`src/hdl/hcw_pkg.sv`:
```
// Purpose: shared constants and types for the host counters / word swap bank
// Assumes: 200 MHz device clock, byte addresses on the host bus
// Notes: offsets are byte addresses of 32-bit registers
package hcw_pkg;
  localparam int unsigned CLK_HZ = 200_000_000;
  localparam int unsigned REF_HZ = 25_000_000;
  localparam int unsigned FR_DIV = CLK_HZ / REF_HZ;
  // time the free-running counter may need to clear after reset
  localparam int unsigned FREE_CLR_NS = 160;
  localparam int unsigned FREE_CLR_CYC =
    (FREE_CLR_NS * (CLK_HZ / 1_000_000) + 999) / 1000;

  localparam logic [7:0] OFS_TMR_CFG = 8'h8C;
  localparam logic [7:0] OFS_TMR_CNT = 8'h90;
  localparam logic [7:0] OFS_SWAP = 8'h98;
  localparam logic [7:0] OFS_FREE = 8'h9C;
  localparam logic [7:0] OFS_DROP = 8'hA0;

  localparam int unsigned TMR_EN_BIT = 29;
  localparam logic [15:0] TMR_LOAD_RST = 16'hFFFF;
  localparam logic [15:0] TMR_CNT_RST = 16'hFFFF;
  localparam logic [31:0] SWAP_RST = 32'h0000_0000;
  localparam logic [31:0] SWAP_ALL_ONES = 32'hFFFF_FFFF;
  localparam logic [31:0] DROP_RST = 32'h0000_0000;
  localparam logic [31:0] DROP_MID_PRE = 32'h7FFF_FFFF;
  localparam logic [31:0] DROP_MID = 32'h8000_0000;
  localparam logic [31:0] FREE_RST = 32'h0000_0000;

  typedef struct packed {
    logic bus16;
    logic cs_n;
    logic rd_n;
    logic wr_n;
    logic [7:0] addr;
    logic [31:0] data;
  } hcw_pins_t;

  typedef enum logic [2:0] {
    HS_IDLE = 3'b001,
    HS_READ = 3'b010,
    HS_WRITE = 3'b100
  } hcw_hst_t;
endpackage : hcw_pkg

```
`src/hdl/hcw_free_counter.sv`:
```
// Purpose: free-running 32-bit counter advancing at the reference rate
// Assumes: DIV device clocks make one reference cycle
// Notes: no power state input exists, so nothing can stop it
`timescale 1ns/1ps
`default_nettype none
module hcw_free_counter
  import hcw_pkg::*;
#(
  parameter int unsigned DIV = FR_DIV
)
(
  input wire logic clk_i,
  input wire logic rst_n_i,
  output logic [31:0] count_o
);
  localparam int unsigned DW = (DIV > 1) ? $clog2(DIV) : 1;
  localparam logic [DW-1:0] DIV_LAST = DW'(DIV - 1);
  logic [DW-1:0] div_r;
  logic [31:0] cnt_r;
  wire tick = (div_r == DIV_LAST);

  always_ff @(posedge clk_i or negedge rst_n_i)
  begin
    if (!rst_n_i)
    begin
      div_r <= '0;
      cnt_r <= FREE_RST;
    end
    else
    begin
      div_r <= tick ? '0 : div_r + DW'(1);
      // wraps from all ones to zero on its own
      if (tick)
        cnt_r <= cnt_r + 32'h0000_0001;
    end
  end

  assign count_o = cnt_r;
endmodule : hcw_free_counter
`default_nettype wire

```
`src/hdl/hcw_bank.sv`:
```
// Purpose: host-visible timer count, word swap, free counter, drop counter
// Assumes: asynchronous SRAM-like host pins, frame events on clk_i
// Notes: host strobes pass four flops (three stages, one filter); data out is valid one clock after
//        the read is recognised and stands until the strobe is released
`timescale 1ns/1ps
`default_nettype none
module hcw_bank
  import hcw_pkg::*;
(
  input wire logic clk_i,
  input wire logic rst_n_i,
  input wire logic bus16_i,
  input wire logic cs_n_i,
  input wire logic rd_n_i,
  input wire logic wr_n_i,
  input wire logic [7:0] addr_i,
  input wire logic [31:0] data_i,
  output logic [31:0] data_o,
  output logic data_oe_o,
  input wire logic frame_drop_i,
  output logic drop_mid_evt_o,
  input wire logic [31:0] tx_word_i,
  input wire logic tx_word_vld_i,
  output logic tx_word_rdy_o,
  output logic [15:0] tx_half_o,
  output logic tx_half_vld_o,
  input wire logic [15:0] rx_half_i,
  input wire logic rx_half_vld_i,
  output logic [31:0] rx_word_o,
  output logic rx_word_vld_o
);
  hcw_pins_t pin_s1_r, pin_s2_r, pin_s3_r;
  logic bus16_r, cs_act_r, rd_act_r, wr_act_r;
  hcw_hst_t st_r, st_nxt;
  logic [7:0] acc_addr_r;
  logic [31:0] acc_data_r;
  logic [31:0] data_r;
  logic oe_r;
  logic [15:0] tmr_cnt_r, tmr_load_r;
  logic tmr_en_r;
  logic [31:0] swap_r;
  logic [31:0] free_cnt;
  logic [31:0] fr_snap_r, drop_snap_r, drop_r;
  logic fr_pend_r, drop_pend_r, drop_evt_r;
  logic [15:0] tx_half_r, tx_hi_r, rx_lo_r;
  logic tx_vld_r, tx_rdy_r, rx_pend_r, rx_vld_r;
  logic [31:0] rx_word_r;

  function automatic logic [31:0] merge16(input logic [31:0] old,
                                          input logic [15:0] d,
                                          input logic hi);
    merge16 = hi ? {d, old[15:0]} : {old[31:16], d};
  endfunction : merge16

  // pin synchroniser: only stage two reads stage one
  hcw_pins_t pins_in;
  assign pins_in = '{bus16: bus16_i, cs_n: cs_n_i, rd_n: rd_n_i,
                     wr_n: wr_n_i, addr: addr_i, data: data_i};

  always_ff @(posedge clk_i or negedge rst_n_i)
  begin
    if (!rst_n_i)
    begin
      pin_s1_r <= '{bus16: 1'b0, cs_n: 1'b1, rd_n: 1'b1, wr_n: 1'b1,
                    addr: 8'h00, data: 32'h0000_0000};
      pin_s2_r <= '{bus16: 1'b0, cs_n: 1'b1, rd_n: 1'b1, wr_n: 1'b1,
                    addr: 8'h00, data: 32'h0000_0000};
      pin_s3_r <= '{bus16: 1'b0, cs_n: 1'b1, rd_n: 1'b1, wr_n: 1'b1,
                    addr: 8'h00, data: 32'h0000_0000};
    end
    else
    begin
      pin_s1_r <= pins_in;
      pin_s2_r <= pin_s1_r;
      pin_s3_r <= pin_s2_r;
    end
  end

  // a level counts once stages two and three agree
  wire bus16_ok = (pin_s2_r.bus16 == pin_s3_r.bus16);
  wire cs_ok = (pin_s2_r.cs_n == pin_s3_r.cs_n);
  wire rd_ok = (pin_s2_r.rd_n == pin_s3_r.rd_n);
  wire wr_ok = (pin_s2_r.wr_n == pin_s3_r.wr_n);

  always_ff @(posedge clk_i or negedge rst_n_i)
  begin
    if (!rst_n_i)
    begin
      bus16_r <= 1'b0;
      cs_act_r <= 1'b0;
      rd_act_r <= 1'b0;
      wr_act_r <= 1'b0;
    end
    else
    begin
      bus16_r <= bus16_ok ? pin_s3_r.bus16 : bus16_r;
      cs_act_r <= cs_ok ? ~pin_s3_r.cs_n : cs_act_r;
      rd_act_r <= rd_ok ? ~pin_s3_r.rd_n : rd_act_r;
      wr_act_r <= wr_ok ? ~pin_s3_r.wr_n : wr_act_r;
    end
  end

  // host access sequencing
  wire rd_on = cs_act_r & rd_act_r;
  wire wr_on = cs_act_r & wr_act_r;
  wire rd_go = (st_r == HS_IDLE) & rd_on;
  wire wr_go = (st_r == HS_WRITE) & ~wr_on;
  // stage three must still show the strobes, else the data is already gone
  wire wr_smp = wr_on & ~pin_s3_r.cs_n & ~pin_s3_r.wr_n;

  always_comb
  begin
    case (st_r)
      HS_IDLE: st_nxt = rd_on ? HS_READ : (wr_on ? HS_WRITE : HS_IDLE);
      HS_READ: st_nxt = rd_on ? HS_READ : HS_IDLE;
      HS_WRITE: st_nxt = wr_on ? HS_WRITE : HS_IDLE;
      default: st_nxt = HS_IDLE;
    endcase
  end

  // address decode; the word address uses bits above A1
  wire [7:0] cur_addr = rd_go ? pin_s3_r.addr : acc_addr_r;
  wire [7:0] word_addr = {cur_addr[7:2], 2'b00};
  wire sel_tcfg = (word_addr == OFS_TMR_CFG);
  wire sel_tcnt = (word_addr == OFS_TMR_CNT);
  wire sel_swap = (word_addr == OFS_SWAP);
  wire sel_free = (word_addr == OFS_FREE);
  wire sel_drop = (word_addr == OFS_DROP);
  wire swap_inv = (swap_r == SWAP_ALL_ONES);
  wire half_hi = swap_inv ? ~cur_addr[1] : cur_addr[1];

  // 16-bit reads of the wide counters: first half latches, second replays
  wire [31:0] fr_src = (bus16_r & fr_pend_r) ? fr_snap_r : free_cnt;
  wire [31:0] drop_src = (bus16_r & drop_pend_r) ? drop_snap_r : drop_r;
  wire [31:0] tcfg_word = {2'b00, tmr_en_r, 13'h0000, tmr_load_r};
  wire [31:0] rd_word =
    sel_tcfg ? tcfg_word :
    sel_tcnt ? {16'h0000, tmr_cnt_r} :
    sel_swap ? swap_r :
    sel_free ? fr_src :
    sel_drop ? drop_src : 32'h0000_0000;
  // swap only matters on the 16-bit bus
  wire [31:0] rd_out = bus16_r ?
    {16'h0000, (half_hi ? rd_word[31:16] : rd_word[15:0])} : rd_word;

  wire fr_first = rd_go & sel_free & bus16_r & ~fr_pend_r;
  wire fr_second = rd_go & sel_free & bus16_r & fr_pend_r;
  wire drop_first = rd_go & sel_drop & bus16_r & ~drop_pend_r;
  wire drop_second = rd_go & sel_drop & bus16_r & drop_pend_r;
  wire drop_clr = rd_go & sel_drop & (~bus16_r | ~drop_pend_r);

  // register writes
  wire [31:0] wr_val = bus16_r ? 32'h0000_0000 : acc_data_r;
  wire [31:0] swap_wr = bus16_r ?
    merge16(swap_r, acc_data_r[15:0], half_hi) : wr_val;
  wire [31:0] tcfg_wr = bus16_r ?
    merge16(tcfg_word, acc_data_r[15:0], half_hi) : wr_val;
  wire tcfg_we = wr_go & sel_tcfg;
  wire tmr_en_nxt = tcfg_we ? tcfg_wr[TMR_EN_BIT] : tmr_en_r;
  wire tmr_fall = tmr_en_r & ~tmr_en_nxt;

  // drop counter: a drop in the clearing cycle lands after the clear
  wire [31:0] drop_inc = {31'h0000_0000, frame_drop_i};
  wire [31:0] drop_nxt = drop_clr ? drop_inc : drop_r + drop_inc;

  hcw_free_counter #(.DIV(FR_DIV)) u_free (
    .clk_i(clk_i),
    .rst_n_i(rst_n_i),
    .count_o(free_cnt)
  );

  always_ff @(posedge clk_i or negedge rst_n_i)
  begin
    if (!rst_n_i)
    begin
      st_r <= HS_IDLE;
      acc_addr_r <= 8'h00;
      acc_data_r <= 32'h0000_0000;
      data_r <= 32'h0000_0000;
      oe_r <= 1'b0;
      swap_r <= SWAP_RST;
      tmr_en_r <= 1'b0;
      tmr_load_r <= TMR_LOAD_RST;
      tmr_cnt_r <= TMR_CNT_RST;
      fr_snap_r <= 32'h0000_0000;
      fr_pend_r <= 1'b0;
      drop_snap_r <= 32'h0000_0000;
      drop_pend_r <= 1'b0;
      drop_r <= DROP_RST;
      drop_evt_r <= 1'b0;
    end
    else
    begin
      st_r <= st_nxt;
      if (rd_go | wr_smp)
        acc_addr_r <= pin_s3_r.addr;
      if (wr_smp)
        acc_data_r <= pin_s3_r.data;
      if (rd_go)
        data_r <= rd_out;
      oe_r <= rd_on;
      if (wr_go & sel_swap)
        swap_r <= swap_wr;
      tmr_en_r <= tmr_en_nxt;
      if (tmr_fall)
        tmr_load_r <= TMR_LOAD_RST;
      else if (tcfg_we)
        tmr_load_r <= tcfg_wr[15:0];
      if (tmr_en_r)
        tmr_cnt_r <= (tmr_cnt_r == 16'h0000) ? tmr_load_r :
                     tmr_cnt_r - 16'h0001;
      if (fr_first)
        fr_snap_r <= free_cnt;
      fr_pend_r <= fr_first | (fr_pend_r & ~fr_second);
      if (drop_first)
        drop_snap_r <= drop_r;
      drop_pend_r <= drop_first | (drop_pend_r & ~drop_second);
      drop_r <= drop_nxt;
      drop_evt_r <= (drop_r == DROP_MID_PRE) & (drop_nxt == DROP_MID);
    end
  end

  // transmit: low half goes out first, high half the next clock
  wire tx_take = tx_word_vld_i & tx_rdy_r;
  always_ff @(posedge clk_i or negedge rst_n_i)
  begin
    if (!rst_n_i)
    begin
      tx_half_r <= 16'h0000;
      tx_hi_r <= 16'h0000;
      tx_vld_r <= 1'b0;
      tx_rdy_r <= 1'b1;
    end
    else if (tx_take)
    begin
      tx_half_r <= tx_word_i[15:0];
      tx_hi_r <= tx_word_i[31:16];
      tx_vld_r <= 1'b1;
      tx_rdy_r <= 1'b0;
    end
    else if (!tx_rdy_r)
    begin
      tx_half_r <= tx_hi_r;
      tx_rdy_r <= 1'b1;
    end
    else
      tx_vld_r <= 1'b0;
  end

  // receive: first half is the low word
  always_ff @(posedge clk_i or negedge rst_n_i)
  begin
    if (!rst_n_i)
    begin
      rx_lo_r <= 16'h0000;
      rx_pend_r <= 1'b0;
      rx_word_r <= 32'h0000_0000;
      rx_vld_r <= 1'b0;
    end
    else
    begin
      rx_vld_r <= rx_half_vld_i & rx_pend_r;
      if (rx_half_vld_i)
        rx_pend_r <= ~rx_pend_r;
      if (rx_half_vld_i & ~rx_pend_r)
        rx_lo_r <= rx_half_i;
      if (rx_half_vld_i & rx_pend_r)
        rx_word_r <= {rx_half_i, rx_lo_r};
    end
  end

  assign data_o = data_r;
  assign data_oe_o = oe_r;
  assign drop_mid_evt_o = drop_evt_r;
  assign tx_word_rdy_o = tx_rdy_r;
  assign tx_half_o = tx_half_r;
  assign tx_half_vld_o = tx_vld_r;
  assign rx_word_o = rx_word_r;
  assign rx_word_vld_o = rx_vld_r;
endmodule : hcw_bank
`default_nettype wire

```
`config.mk`:
```
export PLATFORM = sky130hd
export DESIGN_NAME = hcw_bank
export DESIGN_NICKNAME = d
export VERILOG_FILES = /design/src/hdl/hcw_pkg.sv /design/src/hdl/hcw_free_counter.sv /design/src/hdl/hcw_bank.sv
export SDC_FILE = /design/constraint.sdc
export NUM_CORES = 1
export LEC_CHECK = 0
export ABC_AREA = 1
export ABC_CLOCK_PERIOD_IN_PS = 2500
export BUFFER_PORTS_ARGS = -buffer_cell sky130_fd_sc_hd__clkbuf_2
export CORE_AREA = 4 4 242 173
export DETAILED_ROUTE_END_ITERATION = 12
export DIE_AREA = 0 0 246 177
export GPL_ROUTABILITY_DRIVEN = 0
export PLACE_DENSITY = 0.85
export SLEW_MARGIN = 0
export SYNTH_ARGS = -nofsm -noshare
export SYNTH_HDL_FRONTEND = slang
export SYNTH_HIERARCHICAL = 1
export SYNTH_SLANG_ARGS = --single-unit
```
`constraint.sdc`:
```
create_clock -name clk_i -period 2.5 [get_ports clk_i]
set_clock_uncertainty 0.1 [all_clocks]
set_input_delay 0.125 -clock clk_i [delete_from_list [all_inputs] [get_ports clk_i]]
set_output_delay 0.125 -clock clk_i [all_outputs]
set_load 0.02 [all_outputs]
```
==> metrics.md <==
| Metric | Value |
|---|---|
| Final Cell Area | `26400 sq um` |
| YS warnings | `6` |
| Synth Area in Adders | `0.00581` |
| Largest net degree at the start of global routing | `82` |
| Initial core utilization | `0.535` |
| Final period utilization | `1.05` |
| Clk slew on worst S/H paths | `80 ps` |
| DIE HEIGHT | `177 microns` |
| Synth Area in XOR/XNOR | `0.0174` |
| Cts bufs inserted | `45` |
| Vias | `19300` |
| Largest family of logic cells by synthesized area | `simple AND/OR/NAND/NOR gates` |
| Max-slew violations | `0` |
| DRT iter0 DRCs | `2533` |
| Post-synthesis register bit count | `491` |
| Syn Inst Count | `2424` |
| Die Wd | `246 microns` |
| Post-synthesis simple-gate area fraction | `0.230` |
| # nets final | `2886` |
| Cell area after synthesis | `21100 sq um` |
| CP endpoint kind | `flop` |
| Setup WS post-layout | `-128 ps` |
| Sequential area share after synthesis | `0.585` |
| Largest cells by area after synthesis | `dfrtp_1, nand2_1, o21ai_0` |
| Setup repair after global routing missed its margin | `true` |
| Syn_nets | `2530` |
| Drc violations | `0` |
| Max H-tree Level | `2` |
| Drt wl/cell | `20.3 microns` |
| Final Setup Violations | `144` |
| Ys async rst share | `1.00` |
| Synth-to-Final Area Change | `25.2%` |
| Count leader, synth | `nand2_1` |
| Compound-Gate Fraction of Synth Area | `0.0923` |
| Placement Setup Slack | `-97.7 ps` |
| P per Cell Area | `854 nW/um^2` |
| R2R setup slack | `-130 ps` |
| Vias per cell | `5.75` |
| Vias in the first global route | `18900` |
| Yosys cell types | `50` |
| Core area | `39500 sq um` |
| Post-Route WL | `68200 microns` |
| DRT Pass-1 Iters | `10` |
| Mux share of post-synthesis cell area | `0.00255` |
| Die area | `43500 sq um` |
| First-pass GRT wire length | `104000 microns` |
| Routed Antenna Nets | `0` |
| Pwr Total | `22600 uW` |
| Setup crit start kind | `flop` |
| Fin. Hold Viols | `0` |
| Sink Count | `491` |
| GRT Total Usage | `0.304` |
| Yosys top cell by area | `dfrtp_1` |
| FF+latch area | `12300 sq um` |
| Hold crit path type | `input pin to flop` |
| HPWL after DPL | `40100 microns` |
| Synth top cells by count | `nand2_1, dfrtp_1, inv_1, o21ai_0, nor2_1` |
| Outcome | `finished with violations` |
| Worst skew pair latency | `600 ps` |
| Data arrival, critical path | `3040 ps` |
| IO Port Bufs | `180` |
| Worst slew margin | `0.448` |
| Clock root buffer | `clkbuf_16` |
| Min Tclk post-route | `2630 ps` |
| Avg Inst Size Synth | `8.71 sq um` |
| Initial antenna violation count | `1` |
| I/O pin total | `182` |
| Max-Cap Viols | `0` |
| Critical path type | `flop to flop` |
| Post-synth top flop | `dfrtp_1` |
| Worst path required time | `2910 ps` |
| Failing checks | `negative setup slack` |
| Clock tree from TritonCTS | `built` |
| Leak | `0.0129 uW` |
| Row cnt | `61` |
| EDFF count, synth | `0` |
| Area occupied by multi-input gates | `7650 sq um` |
| Top cell type's share of synthesized area | `0.531` |
| Fillers | `2702` |
| Remaining global-route overflow | `0` |
| Clock Tree Buf Depth | `3` |
| Slew @ Worst Pin | `828 ps` |
| CP Max Fanout | `8` |
| Area of placed instances | `23100 sq um` |
| VDD IR-drop max | `965 uV` |
| F_max | `381 MHz` |
| Layout cell share with drive strength beyond 1 | `0.182` |
-- timing repair --
action | 4_1_cts | 5_1_grt
hold buffers | 135 | 0
gates resized for setup | 36 | 79
setup endpoints to repair | 133 | 176
gates cloned | 3 | 4
setup buffers | 2 | 9
hold endpoints to repair | 290 | 0
pin swaps | 3 | 11
-- kinds of logic after synthesis --
kind of cell,after synthesis
simple gates,1137
flops,491
xor+xnor,41
compound gates,373
mux,5
buf+inv,367
fa+ha+maj,10
-- path summary, 6_finish.rpt --
check / cells past startpoint / to / start
hold reg to reg: 0 / pin_s2_r[2] / pin_s1_r[2]
min in group asynchronous: 2 / tmr_en_r / rst_n_i
max in group asynchronous: 3 / pin_s1_r[41] / rst_n_i
hold / removal: 2 / pin_s1_r[8] / data_i[8]
setup / recovery: 14 / drop_snap_r[16] / st_r[0]
setup reg to reg: 14 / drop_snap_r[16] / st_r[0]
-- per-layer routing --
metal  GRT usage  up-vias  routed length (microns)
met5           0        -                        0
met4       0.123        0                     3260
met3      0.0786      269                     8680
met2       0.475     1440                    31100
met1       0.411     9189                    25100
li1            -     8374                        -
-- power by group --
| group | leakage, uW | switching (uW) | total (uW) | internal, uW |
|---|---|---|---|---|
| Clock | 0.000726 | 3280 | 7130 | 3850 |
| Combinational | 0.00605 | 3940 | 5880 | 1940 |
| Sequential | 0.00614 | 700 | 9580 | 8880 |
| Total | 0.0129 | 7920 | 22600 | 14700 |
-- critical path, stage by stage (launching register included) --
cell and delay, ps:
dfstp_2 580, inv_2 70, nor2_4 130, nand3_4 180, o21ai_4 240, nand2_2 110
nor2_4 170, and2_4 190, nand2_4 50, nor2_4 120, ha_4 200, buf_4 140
clkbuf_16 140, nand2_1 50, o21ai_0 70
-- final cells by class --
cell class              count  share of cell area
multi-input cells        1568               0.289
flip-flops and latches    491               0.467
clock inverters            15             0.00771
repair buffers            406               0.123
well taps                 535              0.0253
inverters                 268              0.0389
clock buffers              67              0.0487
diodes                      1           0.0000947
-- registers in the layout, summed over array words and instances, names as in the netlist, 3 cells and up --
name	count
pin_s1_r	43
pin_s2_r	43
pin_s3_r	43
acc_data_r	32
data_o	32
drop_r	32
drop_snap_r	32
fr_snap_r	32
rx_word_o	32
swap_r	32
u_free/count_o	32
rx_lo_r	16
tmr_cnt_r	16
tmr_load_r	16
tx_half_o	16
tx_hi_r	16
acc_addr_r	7
st_r	3
u_free/div_r	3
-- cells in the final DEF (no fill, tap or decap), drive strengths merged, types with 43 or more instances in the layout --
cell	count
clkbuf	248
inv	264
dfstp	43
a21oi	57
nor2	173
o21ai	282
dfrtp	448
buf	90
nand2	772
dlygate4sd3	135
nand3	113
-- stage by stage --
stage	hold slack (ps)	setup TNS (ps)	utilization	instances
floorplan	-271	0	-	2424
global placement	116	0	0.585	3117
detailed placement	112	-2820	0.585	3117
CTS	51.4	-204	0.662	3339
global route	58.4	-18370	0.670	3351
finish	60.8	-6510	0.670	3351
(Power assumes the default switching activity.)
